File: src/rtl/iopr_defines.svh
`ifndef IOPR_DEFINES_SVH
`define IOPR_DEFINES_SVH

// Port geometry
`define IOPR_PINS 8
`define IOPR_NVM_WORDS 2
`define IOPR_NVM_AW 1

// Drive modes
`define IOPR_DM_HIZ_ANALOG 3'h0
`define IOPR_DM_HIZ_DIGITAL 3'h1
`define IOPR_DM_RES_PULLUP 3'h2
`define IOPR_DM_RES_PULLDN 3'h3
`define IOPR_DM_OD_LOW 3'h4
`define IOPR_DM_OD_HIGH 3'h5
`define IOPR_DM_STRONG 3'h6
`define IOPR_DM_RES_UPDN 3'h7

// Interrupt edge selections
`define IOPR_IRQ_OFF 2'h0
`define IOPR_IRQ_RISE 2'h1
`define IOPR_IRQ_FALL 2'h2
`define IOPR_IRQ_BOTH 2'h3

// Reset configuration words in nonvolatile storage
`define IOPR_NVM_ADDR_EN 1'h0
`define IOPR_NVM_ADDR_UP 1'h1
`define IOPR_PINS_ZERO 8'h00

`endif

File: src/rtl/iopr_pkg.sv
package iopr_pkg;

  typedef logic [2:0] iopr_dmode_t;
  typedef logic [1:0] iopr_edge_t;

  // Per-port reset configuration loaded from nonvolatile storage
  typedef struct packed {
    logic [7:0] enable;
    logic [7:0] pull_up;
  } iopr_rcfg_t;

  // What the pad ring sees for each pin
  typedef struct packed {
    logic [7:0] out;
    logic [7:0] oe;
    logic [7:0] pu_en;
    logic [7:0] pd_en;
    logic [7:0] ana_en;
    logic [7:0] in_en;
  } iopr_pad_t;

  typedef enum logic [1:0] {
    IOPR_RESET = 2'b00,
    IOPR_LOAD = 2'b01,
    IOPR_APPLY = 2'b11,
    IOPR_RUN = 2'b10
  } iopr_state_t;

endpackage

File: src/rtl/iopr_nvm.sv
`timescale 1ns/1ps
`default_nettype none
`include "iopr_defines.svh"

module iopr_nvm (
  // Clock
  input wire logic sys_clk,
  // Read port
  input wire logic [`IOPR_NVM_AW-1:0] rd_addr,
  output logic [`IOPR_PINS-1:0] rd_data,
  // Programming port
  input wire logic wr_en,
  input wire logic [`IOPR_NVM_AW-1:0] wr_addr,
  input wire logic [`IOPR_PINS-1:0] wr_data
);
  // Contents survive reset; only programming changes them
  logic [`IOPR_PINS-1:0] mem [`IOPR_NVM_WORDS];

  always_ff @(posedge sys_clk) begin
    if (wr_en) begin
      mem[wr_addr] <= wr_data;
    end
  end

  always_ff @(posedge sys_clk) begin
    rd_data <= mem[rd_addr];
  end
endmodule

`default_nettype wire

File: src/rtl/iopr_port.sv
`timescale 1ns/1ps
`default_nettype none
`include "iopr_defines.svh"

// How it works
// - Pins held high-Z analog during reset
// - After release, per-pin pull-up or pull-down on enabled pins
// - Copy nonvolatile reset config automatically at release
// - Low-power freezes pin state until changed, except in scan mode, where bsr_mode still drives the pins
// - Interrupt detect keeps running in low power
// - Open drain low drives only zeros
// - Every pin joins the boundary scan chain
// - Per-pin edge select sets status, raises request
module iopr_port (
  // Clock and reset
  input wire logic sys_clk,
  input wire logic rstn,
  // Software configuration
  input wire logic [3*`IOPR_PINS-1:0] drive_mode,
  input wire logic [`IOPR_PINS-1:0] data_out,
  input wire logic [2*`IOPR_PINS-1:0] irq_edge,
  input wire logic [`IOPR_PINS-1:0] irq_clear,
  input wire logic low_power,
  // Nonvolatile programming
  input wire logic nvm_wr_en,
  input wire logic [`IOPR_NVM_AW-1:0] nvm_wr_addr,
  input wire logic [`IOPR_PINS-1:0] nvm_wr_data,
  // Boundary scan
  input wire logic bsr_mode,
  input wire logic bsr_shift,
  input wire logic bsr_capture,
  input wire logic bsr_update,
  input wire logic bsr_tdi,
  output logic bsr_tdo,
  // Pads
  input wire logic [`IOPR_PINS-1:0] pad_in,
  output iopr_pkg::iopr_pad_t pad,
  // Status
  output iopr_pkg::iopr_rcfg_t reset_cfg,
  output logic cfg_ready,
  output logic [`IOPR_PINS-1:0] irq_status,
  output logic irq_req,
  output logic wake
);
  import iopr_pkg::*;

  localparam int N = `IOPR_PINS;

  // ----------------------------------------
  // Reset configuration load
  // ----------------------------------------
  iopr_state_t state;
  logic [`IOPR_NVM_AW-1:0] nvm_addr;
  logic [N-1:0] nvm_data;

  iopr_nvm u_nvm (
    .sys_clk(sys_clk),
    .rd_addr(nvm_addr),
    .rd_data(nvm_data),
    .wr_en(nvm_wr_en),
    .wr_addr(nvm_wr_addr),
    .wr_data(nvm_wr_data)
  );

  // Read data lags address by one cycle, so the sequence walks both words
  always_ff @(posedge sys_clk or negedge rstn) begin
    if (!rstn) begin
      state <= IOPR_RESET;
      nvm_addr <= `IOPR_NVM_ADDR_EN;
    end else begin
      case (state)
        IOPR_RESET: begin
          state <= IOPR_LOAD;
          nvm_addr <= `IOPR_NVM_ADDR_UP;
        end
        IOPR_LOAD: state <= IOPR_APPLY;
        IOPR_APPLY: state <= IOPR_RUN;
        default: state <= IOPR_RUN;
      endcase
    end
  end

  always_ff @(posedge sys_clk or negedge rstn) begin
    if (!rstn) begin
      reset_cfg <= '0;
    end else if (state == IOPR_LOAD) begin
      reset_cfg.enable <= nvm_data;
    end else if (state == IOPR_APPLY) begin
      reset_cfg.pull_up <= nvm_data;
    end
  end

  always_ff @(posedge sys_clk or negedge rstn) begin
    if (!rstn) begin
      cfg_ready <= 1'b0;
    end else if (state == IOPR_APPLY) begin
      cfg_ready <= 1'b1;
    end
  end

  // ----------------------------------------
  // Input synchroniser and edge detect
  // ----------------------------------------
  logic [N-1:0] pin_meta;
  logic [N-1:0] pin_sync;
  logic [N-1:0] pin_prev;

  always_ff @(posedge sys_clk or negedge rstn) begin
    if (!rstn) begin
      pin_meta <= '0;
      pin_sync <= '0;
      pin_prev <= '0;
    end else begin
      pin_meta <= pad_in;
      pin_sync <= pin_meta;
      pin_prev <= pin_sync;
    end
  end

  function automatic logic edge_hit(input iopr_edge_t sel, input logic now, input logic was);
    logic rise;
    logic fall;
    rise = now & ~was;
    fall = ~now & was;
    case (sel)
      `IOPR_IRQ_RISE: edge_hit = rise;
      `IOPR_IRQ_FALL: edge_hit = fall;
      `IOPR_IRQ_BOTH: edge_hit = rise | fall;
      default: edge_hit = 1'b0;
    endcase
  endfunction

  // ----------------------------------------
  // Live configuration and freeze
  // ----------------------------------------
  logic [3*N-1:0] mode_hold;
  logic [N-1:0] data_hold;

  // Low power freezes the drive registers; only a reset releases earlier
  always_ff @(posedge sys_clk or negedge rstn) begin
    if (!rstn) begin
      mode_hold <= '0;
      data_hold <= '0;
    end else if (!low_power && cfg_ready) begin
      mode_hold <= drive_mode;
      data_hold <= data_out;
    end
  end

  // Software has taken over once any mode has been written nonzero
  logic sw_owned;
  always_ff @(posedge sys_clk or negedge rstn) begin
    if (!rstn) begin
      sw_owned <= 1'b0;
    end else if (cfg_ready && !low_power && |drive_mode) begin
      sw_owned <= 1'b1;
    end
  end

  // ----------------------------------------
  // Per-pin logic
  // ----------------------------------------
  logic [N-1:0] bsr_chain;
  logic [N-1:0] bsr_upd;
  logic [N-1:0] hit;
  iopr_pad_t next_pad;

  genvar g;
  generate
    for (g = 0; g < N; g++) begin : gen_pin
      iopr_dmode_t m;
      logic d;
      assign m = mode_hold[3*g +: 3];
      assign d = data_hold[g];
      // Detection runs regardless of low power so an edge can wake;
      // gated until the copy ends, when both sync stages hold real pin levels
      assign hit[g] = cfg_ready & edge_hit(irq_edge[2*g +: 2], pin_sync[g], pin_prev[g]);

      always_comb begin
        next_pad.out[g] = 1'b0;
        next_pad.oe[g] = 1'b0;
        next_pad.pu_en[g] = 1'b0;
        next_pad.pd_en[g] = 1'b0;
        next_pad.ana_en[g] = 1'b1;
        next_pad.in_en[g] = 1'b0;
        // Scan waits for the copy too, so no pin leaves high-Z early
        if (!cfg_ready) begin
          next_pad.ana_en[g] = 1'b1;
        end else if (bsr_mode) begin
          next_pad.ana_en[g] = 1'b0;
          next_pad.oe[g] = 1'b1;
          next_pad.out[g] = bsr_upd[g];
        end else if (!sw_owned) begin
          if (reset_cfg.enable[g]) begin
            next_pad.ana_en[g] = 1'b0;
            next_pad.in_en[g] = 1'b1;
            next_pad.pu_en[g] = reset_cfg.pull_up[g];
            next_pad.pd_en[g] = ~reset_cfg.pull_up[g];
          end
        end else begin
          next_pad.ana_en[g] = (m == `IOPR_DM_HIZ_ANALOG);
          next_pad.in_en[g] = (m != `IOPR_DM_HIZ_ANALOG);
          case (m)
            `IOPR_DM_RES_PULLUP: begin
              next_pad.oe[g] = ~d;
              next_pad.pu_en[g] = d;
            end
            `IOPR_DM_RES_PULLDN: begin
              next_pad.oe[g] = d;
              next_pad.out[g] = d;
              next_pad.pd_en[g] = ~d;
            end
            `IOPR_DM_OD_LOW: begin
              next_pad.oe[g] = ~d;
            end
            `IOPR_DM_OD_HIGH: begin
              next_pad.oe[g] = d;
              next_pad.out[g] = d;
            end
            `IOPR_DM_STRONG: begin
              next_pad.oe[g] = 1'b1;
              next_pad.out[g] = d;
            end
            `IOPR_DM_RES_UPDN: begin
              next_pad.pu_en[g] = d;
              next_pad.pd_en[g] = ~d;
            end
            default: begin
            end
          endcase
        end
      end
    end
  endgenerate

  // Reset forces the analog high-Z value asynchronously
  always_ff @(posedge sys_clk or negedge rstn) begin
    if (!rstn) begin
      pad <= '{out: `IOPR_PINS_ZERO, oe: `IOPR_PINS_ZERO, pu_en: `IOPR_PINS_ZERO,
               pd_en: `IOPR_PINS_ZERO, ana_en: ~`IOPR_PINS_ZERO,
               in_en: `IOPR_PINS_ZERO};
    end else begin
      pad <= next_pad;
    end
  end

  // ----------------------------------------
  // Interrupt status
  // ----------------------------------------
  // Set wins over a clear in the same cycle
  always_ff @(posedge sys_clk or negedge rstn) begin
    if (!rstn) begin
      irq_status <= '0;
    end else begin
      irq_status <= (irq_status & ~irq_clear) | hit;
    end
  end

  assign irq_req = |irq_status;
  assign wake = low_power & irq_req;

  // ----------------------------------------
  // Boundary scan cells
  // ----------------------------------------
  always_ff @(posedge sys_clk or negedge rstn) begin
    if (!rstn) begin
      bsr_chain <= '0;
    end else if (bsr_capture) begin
      bsr_chain <= pin_sync;
    end else if (bsr_shift) begin
      bsr_chain <= {bsr_tdi, bsr_chain[N-1:1]};
    end
  end

  always_ff @(posedge sys_clk or negedge rstn) begin
    if (!rstn) begin
      bsr_upd <= '0;
    end else if (bsr_update) begin
      bsr_upd <= bsr_chain;
    end
  end

  assign bsr_tdo = bsr_chain[0];
endmodule

`default_nettype wire

File: config.mk
export PLATFORM = sky130hd
export DESIGN_NAME = iopr_port
export DESIGN_NICKNAME = d
export VERILOG_FILES = /design/src/rtl/iopr_pkg.sv /design/src/rtl/iopr_nvm.sv /design/src/rtl/iopr_port.sv
export VERILOG_INCLUDE_DIRS = /design/src /design/src/rtl
export SDC_FILE = /design/constraint.sdc
export NUM_CORES = 1
export LEC_CHECK = 0
export BUFFER_PORTS_ARGS = -buffer_cell sky130_fd_sc_hd__buf_2
export CAP_MARGIN = 20
export CORE_MARGIN = 5
export CORE_UTILIZATION = 50
export CTS_CLUSTER_SIZE = 25
export DETAILED_ROUTE_END_ITERATION = 7
export PLACE_DENSITY = 0.74
export SLEW_MARGIN = 0
export SYNTH_ARGS = -nofsm -noshare
export SYNTH_HDL_FRONTEND = slang
export SYNTH_SLANG_ARGS = --single-unit
File: constraint.sdc
create_clock -name sys_clk -period 3.7 [get_ports sys_clk]
set_input_delay 0.37 -clock sys_clk [delete_from_list [all_inputs] [get_ports sys_clk]]
set_output_delay 0.37 -clock sys_clk [all_outputs]
set_load 0.005 [all_outputs]
==> results of run 1 <==
-- layout make-up --
| cell class | instances | area, sq um |
|---|---|---|
| multi-input combinational | 372 | 2600 |
| clock buffer | 17 | 425 |
| timing repair buffer | 160 | 827 |
| tap | 184 | 230 |
| fill | 1108 | 5640 |
| clock inverter | 15 | 148 |
| sequential | 173 | 4380 |
| inverter | 32 | 120 |
-- cell usage in the layout (no fill, tap or decap), types with 6 or more instances in the layout --
| cell | instances |
|---|---|
| a21o_1 | 9 |
| a21oi_1 | 29 |
| a22o_1 | 15 |
| buf_2 | 156 |
| clkbuf_16 | 17 |
| dfrtp_1 | 141 |
| dfstp_2 | 8 |
| dfxtp_1 | 8 |
| edfxtp_1 | 16 |
| ha_1 | 16 |
| inv_1 | 32 |
| mux2_2 | 64 |
| mux2i_1 | 8 |
| nand2_1 | 58 |
| nand4_1 | 8 |
| nor2_1 | 21 |
| nor2b_1 | 27 |
| nor3_1 | 15 |
| nor4_1 | 6 |
| o21ai_0 | 41 |
| o22ai_1 | 7 |
| xnor2_1 | 6 |
| xor2_1 | 9 |
-- per-stage QoR --
stage / utilization (%) / instance area, sq um / setup slack, ns / cells
4_1_cts: 60.8 / 8730 / 1.54 / 953
2_1_floorplan: - / 7270 / 2.35 / 616
6_report: 60.8 / 8730 / 1.53 / 953
3_5_place_dp: 56.8 / 8160 / 1.59 / 921
3_3_place_gp: 56.8 / 8160 / 1.66 / 921
5_1_grt: 60.8 / 8730 / 1.34 / 953
-- registers in the layout, indices dropped and copies added, names as in the netlist --
register,flops
pad,48
mode_hold,24
reset_cfg,16
u_nvm.mem,16
bsr_chain,8
bsr_upd,8
data_hold,8
irq_status,8
pin_meta,8
pin_prev,8
pin_sync,8
u_nvm.rd_data,8
state,2
cfg_ready,1
nvm_addr,1
sw_owned,1
-- metal layers --
metal	global-route usage (%)	vias up
met5	0	-
met4	8.77	0
met3	4.59	34
met2	32.6	167
met1	27.1	2551
li1	-	2394
-- power by group --
part / leakage (nW) / internal, W / total, W / switching, W
logic: 1.84 / 0.000243 / 0.000476 / 0.000233
clock network: 0.273 / 0.000894 / 0.00169 / 0.000795
registers: 1.98 / 0.00207 / 0.00221 / 0.000142
total: 4.10 / 0.00321 / 0.00438 / 0.00117
-- critical path: stages, from the launching register on --
cell and delay, ns:
dfrtp_1 0.87, nand2b_1 0.64, a2111oi_2 0.48, a21o_1 0.12
-- final timing paths --
kind                                    end  slack, ns
worst max register to register      pad[47]       1.53
worst max-delay path                pad[47]       1.53
worst min register to register  pin_sync[7]       0.35
worst min-delay path            pin_sync[1]       0.04
min in group sys_clk            pin_meta[0]       0.05
max in group asynchronous           pad[13]       2.82
-- logic make-up after synthesis --
logic type,synth area share (%)
xor gates and xnor gates,1.81
AOI/OAI and AO/OA,8.61
DFF,60.2
and+or+nand+nor,11.6
adders and majority gates,2.75
buffers and inverters,3.99
muxes,11.0
==> run metrics, run 1 <==
P_leak=4.10 nW; power density cells=502 nW/um^2; Met1 Wirelength=roughly 7000 microns; total congestion overflow=0; Synth area leaders=dfrtp_1 (49%), mux2_2 (9.9%), edfxtp_1 (6.6%); CTS Sinks=173; Rows=44; Yosys top cell by area=dfrtp_1; required time worst endpoint=4.06 ns; DRT iter0 DRCs=approximately 450; Starting Density=between 50% and 60%; core footprint=about 14000 sq um; layout cell share with drive strength beyond 1=roughly a third; number of synthesized flops with an enable pin=16; WL met2=8160 microns; DIE AREA=17000 sq um; Final GP Congestion=0.897; Synth Cell Area=around 7300 sq um; clock-pin slew on the worst setup and hold paths=about 0.07 ns; Die Width=~130 microns; post-synth cell types=37; clock skew=0.0116 ns; P&R area growth vs syn=20.1%; Setup Buffers After CTS=0; min Tclk post-route=2.17 ns; outcome=finished clean; Critical R2R Launch=cfg_ready; Post-synth top cells=dfrtp_1 (141), mux2_2 (64), nand2_1 (58); Top Metal Used=met4; Worst VDD drop=0.358 mV; fin. max-slew vios=0; largest net degree at the start of global routing=98; post-cts sizing count=0; top-count cell post-synth=dfrtp_1; Final Routed Wirelength=16700 microns; Post-DRT Antenna Nets=0; setup TNS=0 ns; register area share after synthesis=about 60%; routed via count=5146; Worst-Skew Late Latency=0.43 ns; via-per-instance ratio=around 5.4; Avg Synthesized Cell Area=11.8 sq um; ys async rst share=between 80% and 90%; vias in the first global route=5247; first-pass GRT wire length=26500 microns; Slew @ Worst Pin=0.883 ns; CP Capture Type=register; clock root cell=clkbuf_16; cells on worst reg2reg path=3; H-tree levels=4; number of nets in the layout=854; Setup CP Type=register to register; Tcrit/Tclk final=58.8%; Synth warnings=0; Seq cells post-synth=173; port bufs=157; final hold vios=0; met3 wire len=1020 microns; # IOs=158; hold_ws=0.0413 ns; post-synth top area share=48.5%; routed len/inst=17.5 microns; drt drc=0; RSZ-0062 raised after global routing=false; total CTS buffers=17; Synth Flop Type=dfrtp_1; Mapped Cells=a little over 600; number of max-cap violations=0; Worst setup SP type=register; hold-fix buffer count after cts=0; final setup fails=0; chip height=131 microns; syn nets=714; GRT Overall Usage=20.4%; WP data arrival=2.53 ns; number of detailed-route iterations in the first pass=5; crit-path max FO=22; TritonCTS clock tree=built; CP Launch Point=cfg_ready; CTS Buffer Depth=2; # diodes=0; Worst Hold Class=input pin to async pin; initial antenna violation count=0; Max Clock Freq=between 400 and 500 MHz; Max transition margin=41.1%; post-layout power=approximately 0.0044 W; post-DP HPWL=12200 microns
Power figures use the tool's default switching activity.
==> inputs of run 2 (changes only) <==
CORE_UTILIZATION = 49   (was 50)
PLACE_DENSITY = 0.76   (was 0.74)
clock period = 1.9 ns   (was 3.7 ns; I/O delays follow)
==> run metrics, run 2 (synthesis gave the netlist of run 1 again) <==
CTS Sinks=173 (unchanged); # IOs=158 (unchanged); Slew @ Worst Pin=0.656 ns (-0.227 ns); Tcrit/Tclk final=between 90 and 100%; Setup Buffers After CTS=0 (unchanged); GRT Overall Usage=20.3% (-0.089 points); WP data arrival=1.60 ns (-0.93 ns); Top Registers=pad (48), mode_hold (24); Worst setup SP type=register; Starting Density=50.0% (-0.57 points); via-per-instance ratio=5.37 (-0.49%); routed via count=5352 (+4.0%); CTS Buffer Depth=2 (unchanged); number of max-cap violations=0 (unchanged); chip height=132 microns (+0.94%); Worst-Skew Late Latency=0.43 ns (about the same); Max Clock Freq=about 560 MHz; Post-DRT Antenna Nets=0 (unchanged); Final Routed Wirelength=17400 microns (+3.9%); Reg power frac=50.3% (-0.3 points); most frequent cells in the layout=buf_2 (156), dfrtp_1 (141), mux2_2 (64); max reg flops=48 (unchanged); first-pass GRT wire length=28300 microns (+6.8%); required time worst endpoint=1.71 ns (-2.35 ns); total congestion overflow=0 (unchanged); Rows=44 (unchanged); # diodes=0 (unchanged); power density cells=936 nW/um^2 (+87%); fin. max-slew vios=0 (unchanged); P_leak=4.29 nW (+4.7%); Sw Share=26.1% (-0.64 points); port bufs=157 (unchanged); largest net degree at the start of global routing=60 (-39%); clock-pin slew on the worst setup and hold paths=0.06 ns (about the same); core footprint=14500 sq um (+1.1%); Clock power frac=38.0% (-0.5 points); post-DP HPWL=12600 microns (+2.9%); Die Width=132 microns (+0.94%); final hold vios=0 (unchanged); Top Family by Delay on Critical Path=simple AND/OR/NAND/NOR gates; initial antenna violation count=0 (unchanged); crit-path max FO=3 (-86%); P_sw=0.00224 W (+91%); outcome=finished clean; Gate power share=11.7% (+0.8 points); CP Launch Point=irq_status[6]; Hold Path Origin=drive_mode[17]; number of nets in the layout=897 (+5.0%); RSZ-0062 raised after global routing=false; worst stage delay on the critical path=0.43 ns (-0.44 ns); Worst VDD drop=0.742 mV (+110%); worst slack at placement=0.383 ns (-1.20 ns); DIE AREA=17400 sq um (+1.9%); internal power=0.00635 W (+98%); most common cell after layout, fill and taps aside=buf_2; number of detailed-route iterations in the first pass=5 (unchanged); layout cell share with drive strength beyond 1=34.2% (-0.48 points); clock skew=0.0114 ns (-0.000214 ns); Critical R2R Launch=sw_owned; Worst Hold Class=input pin to register; vias in the first global route=5426 (+3.4%); Crit-path slowest cell=dfrtp_1; CP Capture Type=output port; Setup CP Type=register to output port; H-tree levels=4 (unchanged); routed len/inst=17.4 microns (-0.54%); total CTS buffers=17 (unchanged); DRT iter0 DRCs=343 (-24%); P&R area growth vs syn=26.2%; drt drc=0 (unchanged); worst-path cell chain=nor4_4 > nand2_1 > and2_1 > buf_2; count of buffer and inverter cells on the critical path=1 (+1); hold_ws=0.0226 ns (-0.0187 ns); Reg with most FFs=pad; setup TNS=0 ns (unchanged); final core utilization=63.1% (+2.3 points); Setup WS post-layout=0.111 ns (-1.42 ns); final setup fails=0 (unchanged); TritonCTS clock tree=built; min Tclk post-route=about 1.8 ns; clock root cell=clkbuf_16; Final GP Congestion=0.858 (-4.3%); Max transition margin=56.2% (+15 points)
-- run 2: stage by stage --
step | total power (W) | instance area [sq um] | instances
final | 0.00859 | 9170 | 996
after CTS | 0.00865 | 9160 | 996
after global routing | 0.00896 | 9170 | 996
after floorplan | 0.00483 | 7270 | 616
after detailed placement | 0.00533 | 8280 | 932
after global placement | 0.00528 | 8280 | 932
-- run 2: worst register-to-register path, stage by stage, from the launching register on --
cell     delay [ns]
dfrtp_1        0.48
nor4_1         0.37
nand2_1        0.12
nor4_2         0.24
a41oi_1        0.17
-- run 2: area by class of cell --
class | instances | area (sq um)
Tap cell | 184 | 230
Fill cell | 1135 | 5360
Sequential cell | 173 | 4380
Timing Repair Buffer | 203 | 1270
Multi-Input combinational cell | 372 | 2620
Inverter | 32 | 120
Clock buffer | 19 | 454
Clock inverter | 13 | 105
-- run 2: layer usage --
metal / share of wire (%) / up-vias / global-route usage, % / wire length (microns)
li1: - / 2485 / - / -
met1: 41 / 2635 / 26.5 / 7190
met2: 50 / 204 / 33.7 / 8760
met3: 5.9 / 28 / 4.47 / 1020
met4: 2.2 / 0 / 7.14 / 384
met5: 0 / - / 0 / 0
-- run 2: path summary, 6_finish.rpt --
| path | endpoint | slack [ns] | cells after the start |
|---|---|---|---|
| max | wake | 0.11 | 4 |
| min | mode_hold[17] | 0.02 | 2 |
| max reg2reg | sw_owned | 0.38 | 4 |
| min reg2reg | pin_sync[7] | 0.35 | 0 |
| max in group asynchronous | pad[15] | 0.91 | 3 |
| min in group asynchronous | pin_meta[7] | 0.32 | 2 |
-- run 2: power groups by stage --
stage	clock network, W	logic [W]	registers (W)
finish	0.00326	0.00101	0.00432
global route	0.00347	0.00113	0.00436
CTS	0.00332	0.00102	0.00431
detailed placement	0	0.000959	0.00437
global placement	0	0.000923	0.00436
floorplan	0	0.000571	0.00426
-- run 2: repair_timing --
item | CTS | global route
gates resized for setup | 1 | 1
hold buffers | 32 | 0
endpoints found under the setup margin | 1 | 1
gates cloned | 0 | 0
hold endpoints to repair | 92 | 0
==> inputs of run 3 (changes only) <==
PLACE_DENSITY = 0.82   (was 0.76)
==> run metrics, run 3 (synthesis gave the netlist of run 1 again) <==
outcome=finished clean; chip height=132 microns (unchanged); Gate power share=11.7% (about the same); P_leak=4.27 nW (-0.44%); via-per-instance ratio=5.31 (-1.3%); first-pass GRT wire length=27700 microns (-2.4%); fin. max-slew vios=0 (unchanged); layout cell share with drive strength beyond 1=34.3% (+0.088 points); number of fill cells=1146 (+0.97%); CTS Sinks=173 (unchanged); internal power=0.00628 W (-1.1%); crit-path max FO=3 (unchanged); cells on worst reg2reg path=5 (+1); max reg flops=48 (unchanged); GRT Overall Usage=20.1% (-0.22 points); required time worst endpoint=1.71 ns (about the same); post-DP HPWL=12400 microns (-1.6%); port bufs=157 (unchanged); worst slack at placement=0.300 ns (-0.0831 ns); CP endpoint=wake; Max Clock Freq=568 MHz (+1.6%); core footprint=14500 sq um (unchanged); worst stage delay on the critical path=0.41 ns (-0.02 ns); vias in the first global route=5309 (-2.2%); Reg with most FFs=pad; Critical R2R Launch=sw_owned; worst-path cell chain=nor4_2 > nand2_1 > and2_1 > buf_2; P_sw=0.00227 W (+1.4%); number of nets in the layout=892 (-0.56%); FF-to-FF setup slack=0.31 ns (-0.07 ns); initial antenna violation count=0 (unchanged); Top Registers=pad (48), mode_hold (24); final setup fails=0 (unchanged); final hold vios=0 (unchanged); clock-pin slew on the worst setup and hold paths=0.06 ns (about the same); # diodes=0 (unchanged); total CTS buffers=17 (unchanged); Reg power frac=50.3% (about the same); Tcrit/Tclk final=92.7% (-1.5 points); largest net degree at the start of global routing=51 (-15%); min Tclk post-route=1.76 ns (-0.0286 ns); Worst VDD drop=0.631 mV (-15%); number of max-cap violations=0 (unchanged); number of detailed-route iterations in the first pass=5 (unchanged); post-route cell area=9110 sq um (-0.67%); Area after DPL=8270 sq um (about the same); Setup WS post-layout=0.139 ns (+0.0286 ns); routed len/inst=17.3 microns (-0.78%); Setup CP Type=register to output port; hold_ws=0.0177 ns (-0.00494 ns); Multi-input gate area=2610 sq um (-0.33%); CTS Buffer Depth=2 (unchanged); Clock power frac=38.0% (about the same); P&R area growth vs syn=25.3%; Max transition margin=51.6% (-4.6 points); Setup Buffers After CTS=0 (unchanged); Final Routed Wirelength=17100 microns (-1.3%); Worst Hold Class=input pin to register; DRT iter0 DRCs=296 (-14%); WP data arrival=1.57 ns (-0.03 ns); setup TNS=0 ns (unchanged); Rows=44 (unchanged); reg-to-reg endpoint=sw_owned; TritonCTS clock tree=built; storage element area=4380 sq um (unchanged); routed via count=5258 (-1.8%); CP Launch Point=irq_status[6]; most frequent cells in the layout=buf_2 (156), dfrtp_1 (141), mux2_2 (64); CP Capture Type=output port; drt drc=0 (unchanged); power density cells=939 nW/um^2 (+0.24%); DIE AREA=17400 sq um (unchanged); Slew @ Worst Pin=0.725 ns (+0.0689 ns); # IOs=158 (unchanged); Post-DRT Antenna Nets=0 (unchanged); Final GP Congestion=0.884 (+3.0%); H-tree levels=4 (unchanged); Crit-path slowest cell=dfrtp_1; Sw Share=26.5% (+0.47 points); post-layout power=0.00855 W (-0.43%); most common cell after layout, fill and taps aside=buf_2; Starting Density=50.0% (unchanged); Die Width=132 microns (unchanged); Worst setup SP type=register; clock root cell=clkbuf_16; clock skew=0.00717 ns (-0.00423 ns); Worst-Skew Late Latency=0.43 ns (about the same); total congestion overflow=0 (unchanged); RSZ-0062 raised after global routing=false
## run 3: changes by cell type in the layout (fill, tap and decap cells not counted)
cell / previous run / this run
dlygate4sd3_1: 32 / 28
clkbuf_1: 1 / 0
inv_8: 0 / 2
buf_4: 10 / 9
clkinv_2: 1 / 0
clkinvlp_4: 4 / 2
inv_6: 5 / 6
nor4_4: 1 / 0
clkinv_1: 0 / 1
clkinv_4: 3 / 4
nor4_2: 1 / 2
clkbuf_16: 18 / 17
## run 3: worst min-delay path by stage
stage	to	cells after the start	slack, ns	startpoint
detailed placement	pin_meta[7]	1	0.17	rstn
global placement	pin_prev[0]	1	0.16	rstn
global route	mode_hold[21]	2	0.00003	drive_mode[21]
finish	mode_hold[3]	2	0.02	drive_mode[3]
CTS	mode_hold[3]	2	0.002	drive_mode[3]
floorplan	bsr_chain[0]	0	-0.11	rstn
## run 3: layout make-up
type                    instances  share of cell area, %
clock buffers                  17                   4.67
flip-flops and latches        173                   48.1
inverters                      32                   1.32
clock inverters                15                   1.41
repair buffers                198                   13.4
multi-input cells             372                   28.6
well taps                     184                   2.53
## run 3: metal layers
metal / wire (microns) / track usage [%] / up-vias / part of all wire (%)
li1: - / - / 2472 / -
met1: 7240 / 26.5 / 2563 / 42
met2: 8420 / 31.7 / 192 / 49
met3: 1140 / 5.95 / 31 / 6.6
met4: 346 / 7.43 / 0 / 2.0
met5: 0 / 0 / - / 0
## run 3: repair_timing
item / CTS / global route
endpoints found under the hold margin: 79 / 0
hold buffers: 28 / 0
setup endpoints to repair: 0 / 1
gates resized for setup: 0 / 1
## run 3: worst max-delay path: cells and delay by family, from the launching register on
family / cells / cell delay [ns]
AND/OR/NAND/NOR: 3 / 0.62
buffers and inverters: 1 / 0.12
flip-flops: 1 / 0.41
## run 3: power groups by stage
stage / Clock (W) / Combinational, W / Sequential (W)
3_5_place_dp: 0 / 0.000956 / 0.00436
4_1_cts: 0.00332 / 0.00101 / 0.00429
6_report: 0.00325 / 0.00100 / 0.00430
5_1_grt: 0.00349 / 0.00112 / 0.00434
2_1_floorplan: 0 / 0.000571 / 0.00426
3_3_place_gp: 0 / 0.000932 / 0.00435
## run 3: stage by stage
step | utilization (%) | cells
2_1_floorplan | - | 616
3_3_place_gp | 56.9 | 931
3_5_place_dp | 56.9 | 931
4_1_cts | 62.6 | 991
5_1_grt | 62.7 | 991
6_report | 62.7 | 991
